### src/logic/esp_pkg.sv
package esp_pkg;
  // Byte offsets on the register bus
  localparam logic [7:0] ESP_OFS_FMT = 8'h00;
  localparam logic [7:0] ESP_OFS_FREE_REV = 8'h04;
  localparam logic [7:0] ESP_OFS_FREE_POS = 8'h08;
  localparam logic [7:0] ESP_OFS_IDX_REV = 8'h0C;
  localparam logic [7:0] ESP_OFS_IDX_POS = 8'h10;
  localparam logic [7:0] ESP_OFS_SNAP_REV = 8'h14;
  localparam logic [7:0] ESP_OFS_SNAP_POS = 8'h18;
  localparam logic [7:0] ESP_OFS_SNAP_FLAG = 8'h1C;
  localparam logic [7:0] ESP_OFS_VALID = 8'h20;
  localparam logic [7:0] ESP_OFS_HOLD = 8'h24;
  localparam logic [7:0] ESP_OFS_FAULT = 8'h28;
  localparam logic [7:0] ESP_OFS_LINES = 8'h2C;
  localparam logic [7:0] ESP_OFS_RATIO = 8'h30;
  localparam logic [7:0] ESP_OFS_MAIN_REV = 8'h34;
  localparam logic [7:0] ESP_OFS_MAIN_POS = 8'h38;
  // Values after reset
  localparam logic [2:0] ESP_FMT_RST = 3'h0;
  localparam logic [15:0] ESP_LINES_RST = 16'h0400;
  localparam logic [2:0] ESP_RATIO_RST = 3'h3;
  // Limits and codes
  localparam logic [2:0] ESP_RATIO_MAX = 3'h5;
  localparam logic [3:0] ESP_LG_MIN = 4'h1;
  localparam logic [3:0] ESP_LG_MAX = 4'hE;
  localparam logic [7:0] ESP_FAULT_NONE = 8'h00;
  localparam logic [7:0] ESP_FAULT_HOT = 8'h4A;
  localparam logic [1:0] ESP_PH_AB_HIGH = 2'h2;
  localparam logic [1:0] ESP_PH_F_HIGH = 2'h1;
  // Timing
  localparam int ESP_CLK_MHZ = 100;
  localparam int ESP_SVC_MS = 4;
  localparam int ESP_FAN_S = 10;
  localparam int ESP_SVC_CYC = ESP_SVC_MS * 1000 * ESP_CLK_MHZ;
  localparam int ESP_FAN_CYC = ESP_FAN_S * 1000000 * ESP_CLK_MHZ;
  localparam int ESP_N_DUMB = 1;
  // Output formats; codes 5 to 7 behave as 4
  typedef enum logic [2:0] {
    ESP_QUADRATURE_FORMAT = 3'h0,
    ESP_PULSE_DIRECTION_FORMAT = 3'h1,
    ESP_UP_DOWN_PULSE_FORMAT = 3'h2,
    ESP_QUADRATURE_LOCK = 3'h3,
    ESP_PULSE_DIRECTION_LOCK = 3'h4
  } esp_fmt_t;
endpackage

### src/logic/esp_sim_if.sv
`timescale 1ns/100ps
interface esp_sim_if;
  logic step;
  logic dir;
  logic marker;
  logic [2:0] fmt;
  modport src (output step, output dir, output marker, output fmt);
  modport sim (input step, input dir, input marker, input fmt);
endinterface

### src/logic/esp_sync.sv
`timescale 1ns/100ps
module esp_sync #(
  parameter int W = 1
) (
  // Clock and reset
  input wire logic clk_sys,
  input wire logic resetn,
  input wire logic ce,
  // Pins in, synchronised out
  input wire logic [W-1:0] din,
  output logic [W-1:0] dout
);
  typedef struct packed {
    logic [W-1:0] s1;
    logic [W-1:0] s2;
  } esp_sync_t;
  esp_sync_t q, d;

  // First stage feeds only the second
  always_comb begin
    d.s1 = din;
    d.s2 = q.s1;
  end

  always_ff @(posedge clk_sys or negedge resetn) begin
    if (!resetn) begin
      q <= '0;
    end else if (ce) begin
      q <= d;
    end
  end

  assign dout = q.s2;
endmodule

### src/logic/esp_sim_out.sv
`timescale 1ns/100ps
module esp_sim_out (
  // Clock and reset
  input wire logic clk_sys,
  input wire logic resetn,
  input wire logic ce,
  // Steps from the position logic
  esp_sim_if.sim sif,
  // Simulated encoder pins
  output logic out_a,
  output logic out_b,
  output logic out_z
);
  typedef struct packed {
    logic [1:0] ph;
    logic a;
    logic b;
    logic z;
    logic mk_prev;
    logic locked;
  } esp_sim_t;
  esp_sim_t q, d;
  logic lock_mode;
  logic pdir;
  logic mk_rise;

  // Format decode
  assign lock_mode = sif.fmt >= esp_pkg::ESP_QUADRATURE_LOCK;
  assign pdir = (sif.fmt == esp_pkg::ESP_PULSE_DIRECTION_FORMAT) ||
                (sif.fmt >= esp_pkg::ESP_PULSE_DIRECTION_LOCK);
  assign mk_rise = sif.marker && !q.mk_prev;

  // Phase walk, lock and pin encoding
  always_comb begin
    d = q;
    d.mk_prev = sif.marker;
    d.z = sif.marker;
    if (sif.step) begin
      d.ph = sif.dir ? q.ph + 2'h1 : q.ph - 2'h1;
    end
    // Unlocked formats leave marker phase free
    if (!lock_mode) begin
      d.locked = 1'b0;
    end else if (mk_rise && !q.locked) begin
      d.ph = pdir ? esp_pkg::ESP_PH_F_HIGH : esp_pkg::ESP_PH_AB_HIGH;
      d.locked = 1'b1;
    end
    if (sif.fmt == esp_pkg::ESP_UP_DOWN_PULSE_FORMAT) begin
      d.a = sif.step && sif.dir;
      d.b = sif.step && !sif.dir;
    end else if (pdir) begin
      d.a = d.ph[0];
      d.b = sif.step ? sif.dir : q.b;
    end else begin
      d.a = d.ph[1];
      d.b = d.ph[1] ^ d.ph[0];
    end
  end

  always_ff @(posedge clk_sys or negedge resetn) begin
    if (!resetn) begin
      q <= '0;
    end else if (ce) begin
      q <= d;
    end
  end

  assign out_a = q.a;
  assign out_b = q.b;
  assign out_z = q.z;
endmodule

### src/logic/esp_top.sv
// Implementation choices: the register addresses and register access over Avalon-MM.
`timescale 1ns/100ps
module esp_top #(
  parameter int SVC_CYC = esp_pkg::ESP_SVC_CYC,
  parameter int FAN_CYC = esp_pkg::ESP_FAN_CYC,
  parameter int N_DUMB = esp_pkg::ESP_N_DUMB
) (
  // Clock, reset, enable
  input wire logic clk_sys,
  input wire logic resetn,
  input wire logic ce,
  // Source encoder pins
  input wire logic enc_a,
  input wire logic enc_b,
  input wire logic enc_z,
  // Freeze, temperature and drive reset pins
  input wire logic freeze_in,
  input wire logic temp_over90,
  input wire logic temp_over100,
  input wire logic drive_reset,
  // Simulated encoder pins
  output logic sim_a,
  output logic sim_b,
  output logic sim_z,
  // Drive side outputs
  output logic fan_full,
  output logic slot_fault_trip,
  // Avalon-MM slave
  input wire logic [7:0] avs_address,
  input wire logic avs_read,
  input wire logic avs_write,
  input wire logic [31:0] avs_writedata,
  output logic [31:0] avs_readdata,
  output logic avs_waitrequest
);
  localparam int SVC_LAST = SVC_CYC * N_DUMB - 1;

  typedef struct packed {
    logic [2:0] fmt;
    logic [15:0] lines;
    logic [2:0] ratio;
    logic [15:0] rev;
    logic [15:0] pos;
    logic [15:0] free_rev;
    logic [15:0] free_pos;
    logic [15:0] idx_rev;
    logic [15:0] idx_pos;
    logic [15:0] snap_rev;
    logic [15:0] snap_pos;
    logic snap_flag;
    logic valid;
    logic hold;
    logic [7:0] fault;
    logic trip;
    logic [1:0] qd_prev;
    logic z_prev;
    logic frz_prev;
    logic frz_pend;
    logic [31:0] svc_cnt;
    logic [31:0] fan_cnt;
    logic fan_full;
    logic [4:0] div_cnt;
    logic sim_step;
    logic sim_dir;
    logic waitreq;
    logic [31:0] rdata;
  } esp_state_t;

  esp_state_t q, d;
  esp_sim_if sif ();

  logic [6:0] pins_s;
  logic a_s;
  logic b_s;
  logic z_s;
  logic frz_s;
  logic hot_s;
  logic over_s;
  logic drst_s;
  logic [1:0] cur_ab;
  logic moved;
  logic fwd;
  logic [3:0] lg_k;
  logic [15:0] step16;
  logic [31:0] turn;
  logic tick;
  logic z_rise;
  logic frz_rise;
  logic [2:0] r_eff;
  logic [4:0] div_mask;
  logic [4:0] div_next;
  logic sim_hit;
  logic wr_go;

  // Floor of log2 of the line count, held to 2..16384
  function automatic logic [3:0] esp_lg(input logic [15:0] n);
    logic [3:0] k;
    k = esp_pkg::ESP_LG_MIN;
    for (int i = 1; i < 16; i++) begin
      if (n[i]) begin
        k = 4'(i);
      end
    end
    if (k > esp_pkg::ESP_LG_MAX) begin
      k = esp_pkg::ESP_LG_MAX;
    end
    return k;
  endfunction

  // All pins cross into the clock domain first
  esp_sync #(
    .W(7)
  ) u_sync (
    .clk_sys(clk_sys),
    .resetn(resetn),
    .ce(ce),
    .din({drive_reset, temp_over100, temp_over90, freeze_in, enc_z, enc_b, enc_a}),
    .dout(pins_s)
  );

  assign a_s = pins_s[0];
  assign b_s = pins_s[1];
  assign z_s = pins_s[2];
  assign frz_s = pins_s[3];
  assign hot_s = pins_s[4];
  assign over_s = pins_s[5];
  assign drst_s = pins_s[6];

  // Quadrature decode; a double jump is dropped as noise
  assign cur_ab = {a_s, b_s};
  assign moved = (cur_ab != q.qd_prev) && (cur_ab != ~q.qd_prev);
  assign fwd = a_s ^ q.qd_prev[0];

  // One count is 1/(4*lines) turn in 1/65536 units
  assign lg_k = esp_lg(q.lines);
  assign step16 = 16'h0001 << (esp_pkg::ESP_LG_MAX - lg_k);
  assign turn = fwd ? {q.rev, q.pos} + {16'h0000, step16}
                    : {q.rev, q.pos} - {16'h0000, step16};

  // Service period and edge events
  assign tick = q.svc_cnt == 32'(SVC_LAST);
  assign z_rise = z_s && !q.z_prev;
  assign frz_rise = frz_s && !q.frz_prev;

  // Ratio divider: one output step per 2^(5-ratio) counts, ratios above 5 taken as 5
  assign r_eff = (q.ratio > esp_pkg::ESP_RATIO_MAX) ? esp_pkg::ESP_RATIO_MAX : q.ratio;
  assign div_mask = 5'h1F >> r_eff;
  assign div_next = fwd ? q.div_cnt + 5'h01 : q.div_cnt - 5'h01;
  assign sim_hit = moved && (fwd ? ((div_next & div_mask) == 5'h00)
                                 : ((q.div_cnt & div_mask) == 5'h00));

  // Write lands on the edge that sees waitrequest low
  assign wr_go = avs_write && !q.waitreq;

  // Next state of the whole block
  always_comb begin
    d = q;
    d.qd_prev = cur_ab;
    d.z_prev = z_s;
    d.frz_prev = frz_s;
    d.sim_step = 1'b0;

    // Main counters; hold freezes them, output keeps running
    if (moved) begin
      d.div_cnt = div_next;
      if (!q.hold) begin
        {d.rev, d.pos} = turn;
      end
      if (sim_hit) begin
        d.sim_step = 1'b1;
        d.sim_dir = fwd;
      end
    end

    // Marker samples the free copies on every rising edge
    if (z_rise) begin
      d.idx_rev = q.free_rev;
      d.idx_pos = q.free_pos;
    end

    // Freeze request waits for the next service tick
    if (frz_rise) begin
      d.frz_pend = 1'b1;
    end

    // Software side of the registers
    if (wr_go) begin
      case (avs_address)
        esp_pkg::ESP_OFS_FMT: d.fmt = avs_writedata[2:0];
        esp_pkg::ESP_OFS_SNAP_FLAG: d.snap_flag = avs_writedata[0];
        esp_pkg::ESP_OFS_HOLD: d.hold = avs_writedata[0];
        esp_pkg::ESP_OFS_LINES: d.lines = avs_writedata[15:0];
        esp_pkg::ESP_OFS_RATIO: d.ratio = avs_writedata[2:0];
        default: d.fmt = q.fmt;
      endcase
    end

    // Service tick: refresh copies, settle freeze; set beats clear
    d.svc_cnt = tick ? 32'h0000_0000 : q.svc_cnt + 32'h0000_0001;
    if (tick) begin
      d.free_rev = q.rev;
      d.free_pos = q.pos;
      d.valid = 1'b1;
      // An edge landing on the tick itself waits one period, else it is lost
      d.frz_pend = frz_rise;
      if (q.frz_pend && !q.snap_flag) begin
        d.snap_rev = q.rev;
        d.snap_pos = q.pos;
        d.snap_flag = 1'b1;
      end
    end

    // Temperature: fan held on for the minimum time after heat
    if (hot_s) begin
      d.fan_cnt = 32'(FAN_CYC);
    end else if (q.fan_cnt != 32'h0000_0000) begin
      d.fan_cnt = q.fan_cnt - 32'h0000_0001;
    end
    d.fan_full = hot_s || (d.fan_cnt != 32'h0000_0000);

    // Drive reset clears the fault; a live overheat wins
    if (drst_s) begin
      d.fault = esp_pkg::ESP_FAULT_NONE;
      d.trip = 1'b0;
    end
    if (over_s) begin
      d.fault = esp_pkg::ESP_FAULT_HOT;
      d.trip = 1'b1;
    end

    // Bus answer one cycle after the request is seen
    d.waitreq = 1'b1;
    if ((avs_read || avs_write) && q.waitreq) begin
      d.waitreq = 1'b0;
      d.rdata = 32'h0000_0000;
      case (avs_address)
        esp_pkg::ESP_OFS_FMT: d.rdata[2:0] = q.fmt;
        esp_pkg::ESP_OFS_FREE_REV: d.rdata[15:0] = q.free_rev;
        esp_pkg::ESP_OFS_FREE_POS: d.rdata[15:0] = q.free_pos;
        esp_pkg::ESP_OFS_IDX_REV: d.rdata[15:0] = q.idx_rev;
        esp_pkg::ESP_OFS_IDX_POS: d.rdata[15:0] = q.idx_pos;
        esp_pkg::ESP_OFS_SNAP_REV: d.rdata[15:0] = q.snap_rev;
        esp_pkg::ESP_OFS_SNAP_POS: d.rdata[15:0] = q.snap_pos;
        esp_pkg::ESP_OFS_SNAP_FLAG: d.rdata[0] = q.snap_flag;
        esp_pkg::ESP_OFS_VALID: d.rdata[0] = q.valid;
        esp_pkg::ESP_OFS_HOLD: d.rdata[0] = q.hold;
        esp_pkg::ESP_OFS_FAULT: d.rdata[7:0] = q.fault;
        esp_pkg::ESP_OFS_LINES: d.rdata[15:0] = q.lines;
        esp_pkg::ESP_OFS_RATIO: d.rdata[2:0] = q.ratio;
        esp_pkg::ESP_OFS_MAIN_REV: d.rdata[15:0] = q.rev;
        esp_pkg::ESP_OFS_MAIN_POS: d.rdata[15:0] = q.pos;
        default: d.rdata = 32'h0000_0000;
      endcase
    end
  end

  // State register; clock enable freezes everything
  always_ff @(posedge clk_sys or negedge resetn) begin
    if (!resetn) begin
      q <= '0;
      q.fmt <= esp_pkg::ESP_FMT_RST;
      q.lines <= esp_pkg::ESP_LINES_RST;
      q.ratio <= esp_pkg::ESP_RATIO_RST;
      q.waitreq <= 1'b1;
    end else if (ce) begin
      q <= d;
    end
  end

  // Simulated output stage
  assign sif.step = q.sim_step;
  assign sif.dir = q.sim_dir;
  assign sif.marker = z_s;
  assign sif.fmt = q.fmt;

  esp_sim_out u_sim (
    .clk_sys(clk_sys),
    .resetn(resetn),
    .ce(ce),
    .sif(sif),
    .out_a(sim_a),
    .out_b(sim_b),
    .out_z(sim_z)
  );

  // Outputs straight from state
  assign fan_full = q.fan_full;
  assign slot_fault_trip = q.trip;
  assign avs_readdata = q.rdata;
  assign avs_waitrequest = q.waitreq;
endmodule

### config.mk
export PLATFORM = sky130hd
export DESIGN_NAME = esp_top
export DESIGN_NICKNAME = d
export VERILOG_FILES = /design/src/logic/esp_pkg.sv /design/src/logic/esp_sim_if.sv /design/src/logic/esp_sync.sv /design/src/logic/esp_sim_out.sv /design/src/logic/esp_top.sv
export SDC_FILE = /design/constraint.sdc
export NUM_CORES = 1
export LEC_CHECK = 0
export CAP_MARGIN = 20
export CORE_AREA = 4 4 250 252
export DETAILED_ROUTE_END_ITERATION = 10
export DIE_AREA = 0 0 254 256
export DONT_BUFFER_PORTS = 1
export PLACE_DENSITY = 0.35
export SETUP_SLACK_MARGIN = 0.5
export SLEW_MARGIN = 0
export SYNTH_ARGS = -nofsm -noshare
export SYNTH_HDL_FRONTEND = slang
export SYNTH_SLANG_ARGS = --single-unit
### constraint.sdc
create_clock -name clk_sys -period 5 [get_ports clk_sys]
set_clock_uncertainty 0.05 [all_clocks]
set_input_delay 0.5 -clock clk_sys [delete_from_list [all_inputs] [get_ports clk_sys]]
set_output_delay 0.5 -clock clk_sys [all_outputs]
set_load 0.005 [all_outputs]
==> flow_metrics.env, run 1 <==
export IMPL_period_needed_ns=4.568
export IMPL_outcome="finished with violations"
export IMPL_n_fill_cell=6200
export IMPL_drt_iter0_drc=779
export IMPL_switchingPower_mw=3.087
export IMPL_synth_seq_area_share_pct=44.59
export IMPL_wl_met2_microns=22550
export IMPL_drt_antenna_violating_nets=0
export IMPL_final_layout_size_suffix_gt1_share_pct=26.79
export IMPL_worst_setup_path_start_kind="register"
export IMPL_synth_top_cell_area_share_pct=43.89
export IMPL_grt_overflow_total=0
export IMPL_leakage_nw=7.923
export IMPL_wl_met1_microns=22730
export IMPL_worst_pin_slew_ns=1.156
export IMPL_yosys_area_top_type="dfrtp_1"
export IMPL_synth_area_sq_mm=0.01500
export IMPL_grt_pass1_wl_microns=74840
export IMPL_dieArea_sq_mm=0.06502
export IMPL_io_pins=90
export IMPL_r2r_end="q[241]"
export IMPL_internal_power_mw=5.512
export IMPL_cp_end_kind="register"
export IMPL_drc_errors=0
export IMPL_rr_worst_depth=26
export IMPL_synth_common_cells="dfrtp_1, mux2_2, o21ai_0"
export IMPL_fin_total_pwr_mw=8.599
export IMPL_comb_power_share_pct=33.5
export IMPL_rsz0062_at_grt="yes"
export IMPL_synthToLayoutAreaGrowth_pct=21.79
export IMPL_finalHoldViolations=266
export IMPL_viasPerCell=4.961
export IMPL_max_stage_delay_ns=0.41
export IMPL_vias=11790
export IMPL_finalWeightedCongestion=0.7621
export IMPL_r2r_slack_ns=0.43
export IMPL_synth_async_sr_flop_share_pct=100.0
export IMPL_setup_slack_ns=0.4317
export IMPL_hpwlAfterDp_microns=32510
export IMPL_fmax_ghz=0.2189
export IMPL_yosys_top_cells_area="dfrtp_1, mux2_2, o21ai_0"
export IMPL_violations="negative hold slack"
export IMPL_antenna_found_initial=3
export IMPL_seqPwrFrac_pct=34.0
export IMPL_insertion_delay_ns=0.55
export IMPL_place_area_sq_mm=0.01630
export IMPL_ir_drop_uv=177.1
export IMPL_clk_pin_slew_worst_paths_ns=0.06
export IMPL_clock_sinks=267
export IMPL_nets=1663
export IMPL_top_layer_used="met4"
export IMPL_cp_arrival_ns=4.95
export IMPL_wl_met3_microns=1933
export IMPL_power_per_cell_area_mw_per_mm2=470.8
export IMPL_grt_max_degree=268
export IMPL_syn_inst=1499
export IMPL_initial_core_util_pct=24.94
export IMPL_synth_most_common_cell="dfrtp_1"
export IMPL_routed_wl_microns=48270
export IMPL_wl_per_cell_microns=20.32
export IMPL_ctsHoldBuffers=1
export IMPL_fin_area_sq_mm=0.01826
export IMPL_slew_violations=0
export IMPL_min_period_over_period_pct=91.37
export IMPL_cp_common_cell="a21oi_2"
export IMPL_holdWs_ns=-0.4032
export IMPL_first_global_vias=11950
export IMPL_maxCapViolations=0
export IMPL_yosysWarnings=0
export IMPL_relSlewSlack_pct=22.96
export IMPL_crit_type="reg -> reg"
export IMPL_cts_tree="built"
export IMPL_required_ns=5.39
export IMPL_rows=90
export IMPL_synth_ff_type="dfrtp_1"
export IMPL_slowest_stage="dfrtp_1"
export IMPL_setup_viol=0
export IMPL_pre_cts_ws_ns=-0.05983
export IMPL_coreArea_sq_mm=0.06013
export IMPL_synth_edff_count=0
export IMPL_avgSynthCellArea_sq_um=10.00
export IMPL_critPathMaxFanout=6
export IMPL_grt_use_total_pct=14.68
export IMPL_die_w_microns=254
export IMPL_p_sw_share_pct=35.90
export IMPL_r2r_start="q[264]"
export IMPL_cts_path_max_buffers=3
export IMPL_n_antenna_cell=0
export IMPL_port_buffers=0
export IMPL_min_path_type="in -> async"
export IMPL_cts_htree_levels=2
export IMPL_ys_types=82
export IMPL_die_y_microns=256
export IMPL_numCtsBuffers=36
export IMPL_root_buffer="clkbuf_16"
export IMPL_first_pass_iters=5
export IMPL_p_clk_share_pct=32.5
export IMPL_ys_seq_elements=267
logic make-up after synthesis:
| family | after synthesis | synth area share [%] |
|---|---|---|
| buffers and inverters | 139 | 4.330 |
| flip-flops | 267 | 44.59 |
| AND/OR/NAND/NOR | 421 | 13.97 |
| adder cells (fa/ha/maj) | 46 | 3.922 |
| XOR/XNOR | 83 | 4.940 |
| multiplexers | 150 | 11.21 |
| other | 1 | 0.02501 |
| AO/OA/AOI/OAI | 392 | 17.01 |
worst max-delay path, delay by kind of cell (launching register included):
family	cells	cell delay, ns
buffers and inverters	5	0.51
adders and majority gates	3	0.60
DFF	1	0.41
AOI/OAI and AO/OA	9	1.43
and+or+nand+nor	9	1.49
power groups by stage:
stage | logic [mW] | registers [mW] | clock network, mW
3_3_place_gp | 2.52 | 2.94 | 0
3_5_place_dp | 2.53 | 2.95 | 0
5_1_grt | 3.23 | 2.97 | 2.97
6_report | 2.88 | 2.92 | 2.79
2_1_floorplan | 1.90 | 2.68 | 0
4_1_cts | 2.70 | 2.92 | 2.89
layer usage:
| metal | vias to the layer above | global-route usage, % |
|---|---|---|
| met5 | - | 0 |
| li1 | 5602 | - |
| met4 | 0 | 3.886 |
| met1 | 5951 | 20.09 |
| met3 | 55 | 2.866 |
| met2 | 179 | 23.77 |
how the worst max path moves through the flow:
stage | startpoint | endpoint | slack (ns) | cells after the start
floorplan | q[262] | q[235] | 0.53 | 23
global placement | q[257] | q[248] | -0.005 | 24
detailed placement | q[257] | q[241] | -0.06 | 24
CTS | q[262] | q[245] | 0.49 | 25
global route | q[264] | q[245] | 0.20 | 25
finish | q[264] | q[241] | 0.43 | 26
layout by cell type, fill, tap and decap left out, drive strengths merged, types with 7 or more instances in the layout:
cell	count
dfrtp	263
inv	45
nor4b	7
a31oi	12
ha	43
nand3	45
o31ai	13
a21oi	70
clkbuf	55
nor3	26
conb	16
a211oi	11
a21o	21
nand4	16
nor2	107
nand2	125
a22oi	35
o21ai	134
and3	9
a221oi	15
nand2b	16
nor2b	8
a222oi	15
mux2	144
a22o	11
xnor2	44
or3	14
nor4	18
xor2	38
buf	108
registers in the layout (all words and copies together), names as in the netlist, 3 cells and up:
| name | flops |
|---|---|
| avs_readdata | 16 |
| q | 224 |
| sif.fmt | 3 |
| u_sim.q | 3 |
| u_sync.d | 7 |
| u_sync.dout | 7 |
area by class of cell:
| class | count | area [sq um] | area share, % |
|---|---|---|---|
| repair buffers | 110 | 849.6 | 4.652 |
| flip-flops and latches | 267 | 6690 | 36.63 |
| clock buffers | 54 | 1049 | 5.741 |
| clock inverters | 12 | 219.0 | 1.199 |
| inverters | 43 | 167.7 | 0.9180 |
| multi-input cells | 1108 | 8310 | 45.50 |
| well taps | 782 | 978.4 | 5.357 |
per-stage QoR:
step / std cells / hold slack [ns] / utilization [%] / setup TNS (ns)
floorplan: 1514 / 0.1544 / - / 0
global placement: 2285 / 0.1659 / 27.10 / -0.004930
detailed placement: 2286 / 0.1669 / 27.11 / -0.1033
CTS: 2362 / -0.4321 / 29.82 / 0
global route: 2376 / -0.4383 / 30.37 / 0
finish: 2376 / -0.4032 / 30.37 / 0
timing repair:
| item | CTS | global route |
|---|---|---|
| pin swaps | 32 | 36 |
| endpoints found under the setup margin | 18 | 18 |
| gates resized for setup | 61 | 46 |
| setup buffers | 9 | 13 |
| hold endpoints to repair | 272 | 267 |
Note: power is estimated with default switching activity, not from simulation.
==> run 2: changes to the inputs <==
--- a/config.mk
+++ b/config.mk
@@ -6,9 +6,9 @@
 export NUM_CORES = 1
 export LEC_CHECK = 0
 export CAP_MARGIN = 20
-export CORE_AREA = 4 4 250 252
+export CORE_AREA = 4 4 225 281
 export DETAILED_ROUTE_END_ITERATION = 10
-export DIE_AREA = 0 0 254 256
+export DIE_AREA = 0 0 229 285
 export DONT_BUFFER_PORTS = 1
 export PLACE_DENSITY = 0.35
 export SETUP_SLACK_MARGIN = 0.5
==> run 2 against run 1 <==
Compared with the run above:
- largest cell class unchanged
- sequential share of layout area is essentially flat
- utilization is 0.28 points lower
- the run still ends with negative hold slack left
- cell count decreased by 0.13%
==> flow_metrics.env, run 2 (synthesis results as in run 1) <==
export IMPL_cp_common_cell="ha_4"
export IMPL_top_usage_layer="met2"
export IMPL_largest_register="q"
export IMPL_period_needed_ns=4.467
export IMPL_use_met2_pct=26.65
export IMPL_hpwlAfterDp_microns=33770
export IMPL_critPathMaxFanout=5
export IMPL_slew_violations=0
export IMPL_place_area_sq_mm=0.01640
export IMPL_critPathBufInv=5
export IMPL_comb_power_share_pct=35.6
export IMPL_min_path_type="in -> async"
export IMPL_die_w_microns=229
export IMPL_dieArea_sq_mm=0.06527
export IMPL_numCtsBuffers=34
export IMPL_io_pins=90
export IMPL_grt_use_total_pct=14.59
export IMPL_synthToLayoutAreaGrowth_pct=21.74
export IMPL_clk_pin_slew_worst_paths_ns=0.06
export IMPL_switchingPower_mw=3.044
export IMPL_cts_tree="built"
export IMPL_maxCapViolations=0
export IMPL_first_global_vias=12040
export IMPL_n_antenna_cell=0
export IMPL_drt_iter0_drc=596
export IMPL_leakage_nw=7.959
export IMPL_nets=1675
export IMPL_coreArea_sq_mm=0.06066
export IMPL_grt_overflow_total=0
export IMPL_p_sw_share_pct=35.79
export IMPL_grt_use_met3_pct=2.688
export IMPL_ctsHoldBuffers=1
export IMPL_crit_type="reg -> reg"
export IMPL_insertion_delay_ns=0.55
export IMPL_grt_pass1_wl_microns=74450
export IMPL_rr_worst_depth=26
export IMPL_viasPerCell=4.962
export IMPL_root_buffer="clkbuf_16"
export IMPL_holdWs_ns=-0.3818
export IMPL_finalHoldViolations=263
export IMPL_cp_end_kind="register"
export IMPL_fin_area_sq_mm=0.01826
export IMPL_power_per_cell_area_mw_per_mm2=465.9
export IMPL_final_cell_mix="dfrtp_1, mux2_2, buf_4"
export IMPL_cts_path_max_buffers=3
export IMPL_grt_max_degree=268
export IMPL_final_layout_size_suffix_gt1_share_pct=27.05
export IMPL_routed_wl_microns=48280
export IMPL_critical_path_top_delay_family="compound AO/OA/AOI/OAI gates"
export IMPL_drc_errors=0
export IMPL_finalWeightedCongestion=0.7751
export IMPL_first_pass_iters=5
export IMPL_relSlewSlack_pct=25.89
export IMPL_slowest_stage="dfrtp_1"
export IMPL_p_clk_share_pct=30.3
export IMPL_fmax_ghz=0.2238
export IMPL_cp_arrival_ns=4.88
export IMPL_clock_sinks=267
export IMPL_port_buffers=0
export IMPL_wl_per_cell_microns=20.34
export IMPL_worst_setup_path_start_kind="register"
export IMPL_min_period_over_period_pct=89.35
export IMPL_rsz0062_at_grt="yes"
export IMPL_largest_register_ffs=224
export IMPL_violations="negative hold slack"
export IMPL_seqPwrFrac_pct=34.1
export IMPL_cts_htree_levels=2
export IMPL_outcome="finished with violations"
export IMPL_layout_commonest_cell="dfrtp_1"
export IMPL_gr_usage_met1_pct=17.13
export IMPL_finish_utilization_pct=30.10
export IMPL_setup_viol=0
export IMPL_cp_num_cells=26
export IMPL_die_y_microns=285
export IMPL_antenna_found_initial=0
export IMPL_worst_pin_slew_ns=1.111
export IMPL_internal_power_mw=5.461
export IMPL_required_ns=5.42
export IMPL_drt_antenna_violating_nets=0
export IMPL_max_stage_delay_ns=0.41
export IMPL_initial_core_util_pct=24.72
export IMPL_vias=11780
export IMPL_ir_drop_uv=169.3
export IMPL_rows=101
## run 2: changes by cell type in the layout (fill, tap and decap cells not counted), sizes merged
| cell | previous run | this run |
|---|---|---|
| buf | 108 | 123 |
| bufinv | 5 | 3 |
| clkbuf | 55 | 51 |
| clkinv | 4 | 2 |
## run 2: path summary, 6_finish.rpt
check | start | endpoint | slack, ns
setup / recovery | q[264] | q[249] | 0.53
hold / removal | resetn | q[61] | -0.38
setup reg to reg | q[264] | q[249] | 0.53
hold reg to reg | q[106] | q[105] | 0.41
max in group asynchronous | resetn | q[121] | 4.39
min in group clk_sys | avs_writedata[0] | q[121] | 0.05
## run 2: area by class of cell
| type | count | area, sq um |
|---|---|---|
| Sequential cell | 267 | 6686 |
| Clock inverter | 8 | 140.1 |
| Clock buffer | 51 | 1016 |
| Timing Repair Buffer | 124 | 960.9 |
| Tap cell | 772 | 965.9 |
| Fill cell | 6281 | 42400 |
| Inverter | 43 | 163.9 |
| Multi-Input combinational cell | 1108 | 8323 |
## run 2: metal layers
| metal | share of wire (%) | wire [microns] |
|---|---|---|
| met4 | 3.1 | 1511 |
| met1 | 41 | 19760 |
| met2 | 52 | 25110 |
| met5 | 0 | 0 |
| met3 | 3.9 | 1892 |
## run 2: worst register-to-register path: cells and delay by family, from the launching register on
family,cells,cell delay [ns]
AOI/OAI and AO/OA,8,1.26
and+or+nand+nor,8,1.21
adders and majority gates,3,0.58
buffers and inverters,5,0.53
DFF,1,0.41
muxes,1,0.20
xor gates and xnor gates,1,0.15
## run 2: stage by stage
| step | power, mW | TNS, ns | std cells | worst slack (ns) |
|---|---|---|---|---|
| final | 8.505 | 0 | 2373 | 0.5326 |
| after CTS | 8.462 | 0 | 2365 | 0.4803 |
| after global placement | 5.525 | 0 | 2290 | 0.02018 |
| after floorplan | 4.582 | 0 | 1514 | 0.5294 |
| after detailed placement | 5.535 | -0.07037 | 2290 | -0.07037 |
| after global routing | 9.097 | 0 | 2373 | 0.2361 |
## run 2: power by group through the flow
stage / sequential, mW / combinational [mW] / clock (mW)
floorplan: 2.68 / 1.90 / 0
finish: 2.90 / 3.03 / 2.57
detailed placement: 2.94 / 2.60 / 0
CTS: 2.91 / 2.86 / 2.69
global route: 2.95 / 3.38 / 2.76
global placement: 2.94 / 2.59 / 0
## run 2: repair_timing
action / 4_1_cts / 5_1_grt
buffers inserted: 15 / 7
cloned: 0 / 0
pin swaps: 43 / 34
hold endpoints to repair: 273 / 266
resized for setup: 69 / 43
setup endpoints to repair: 16 / 16
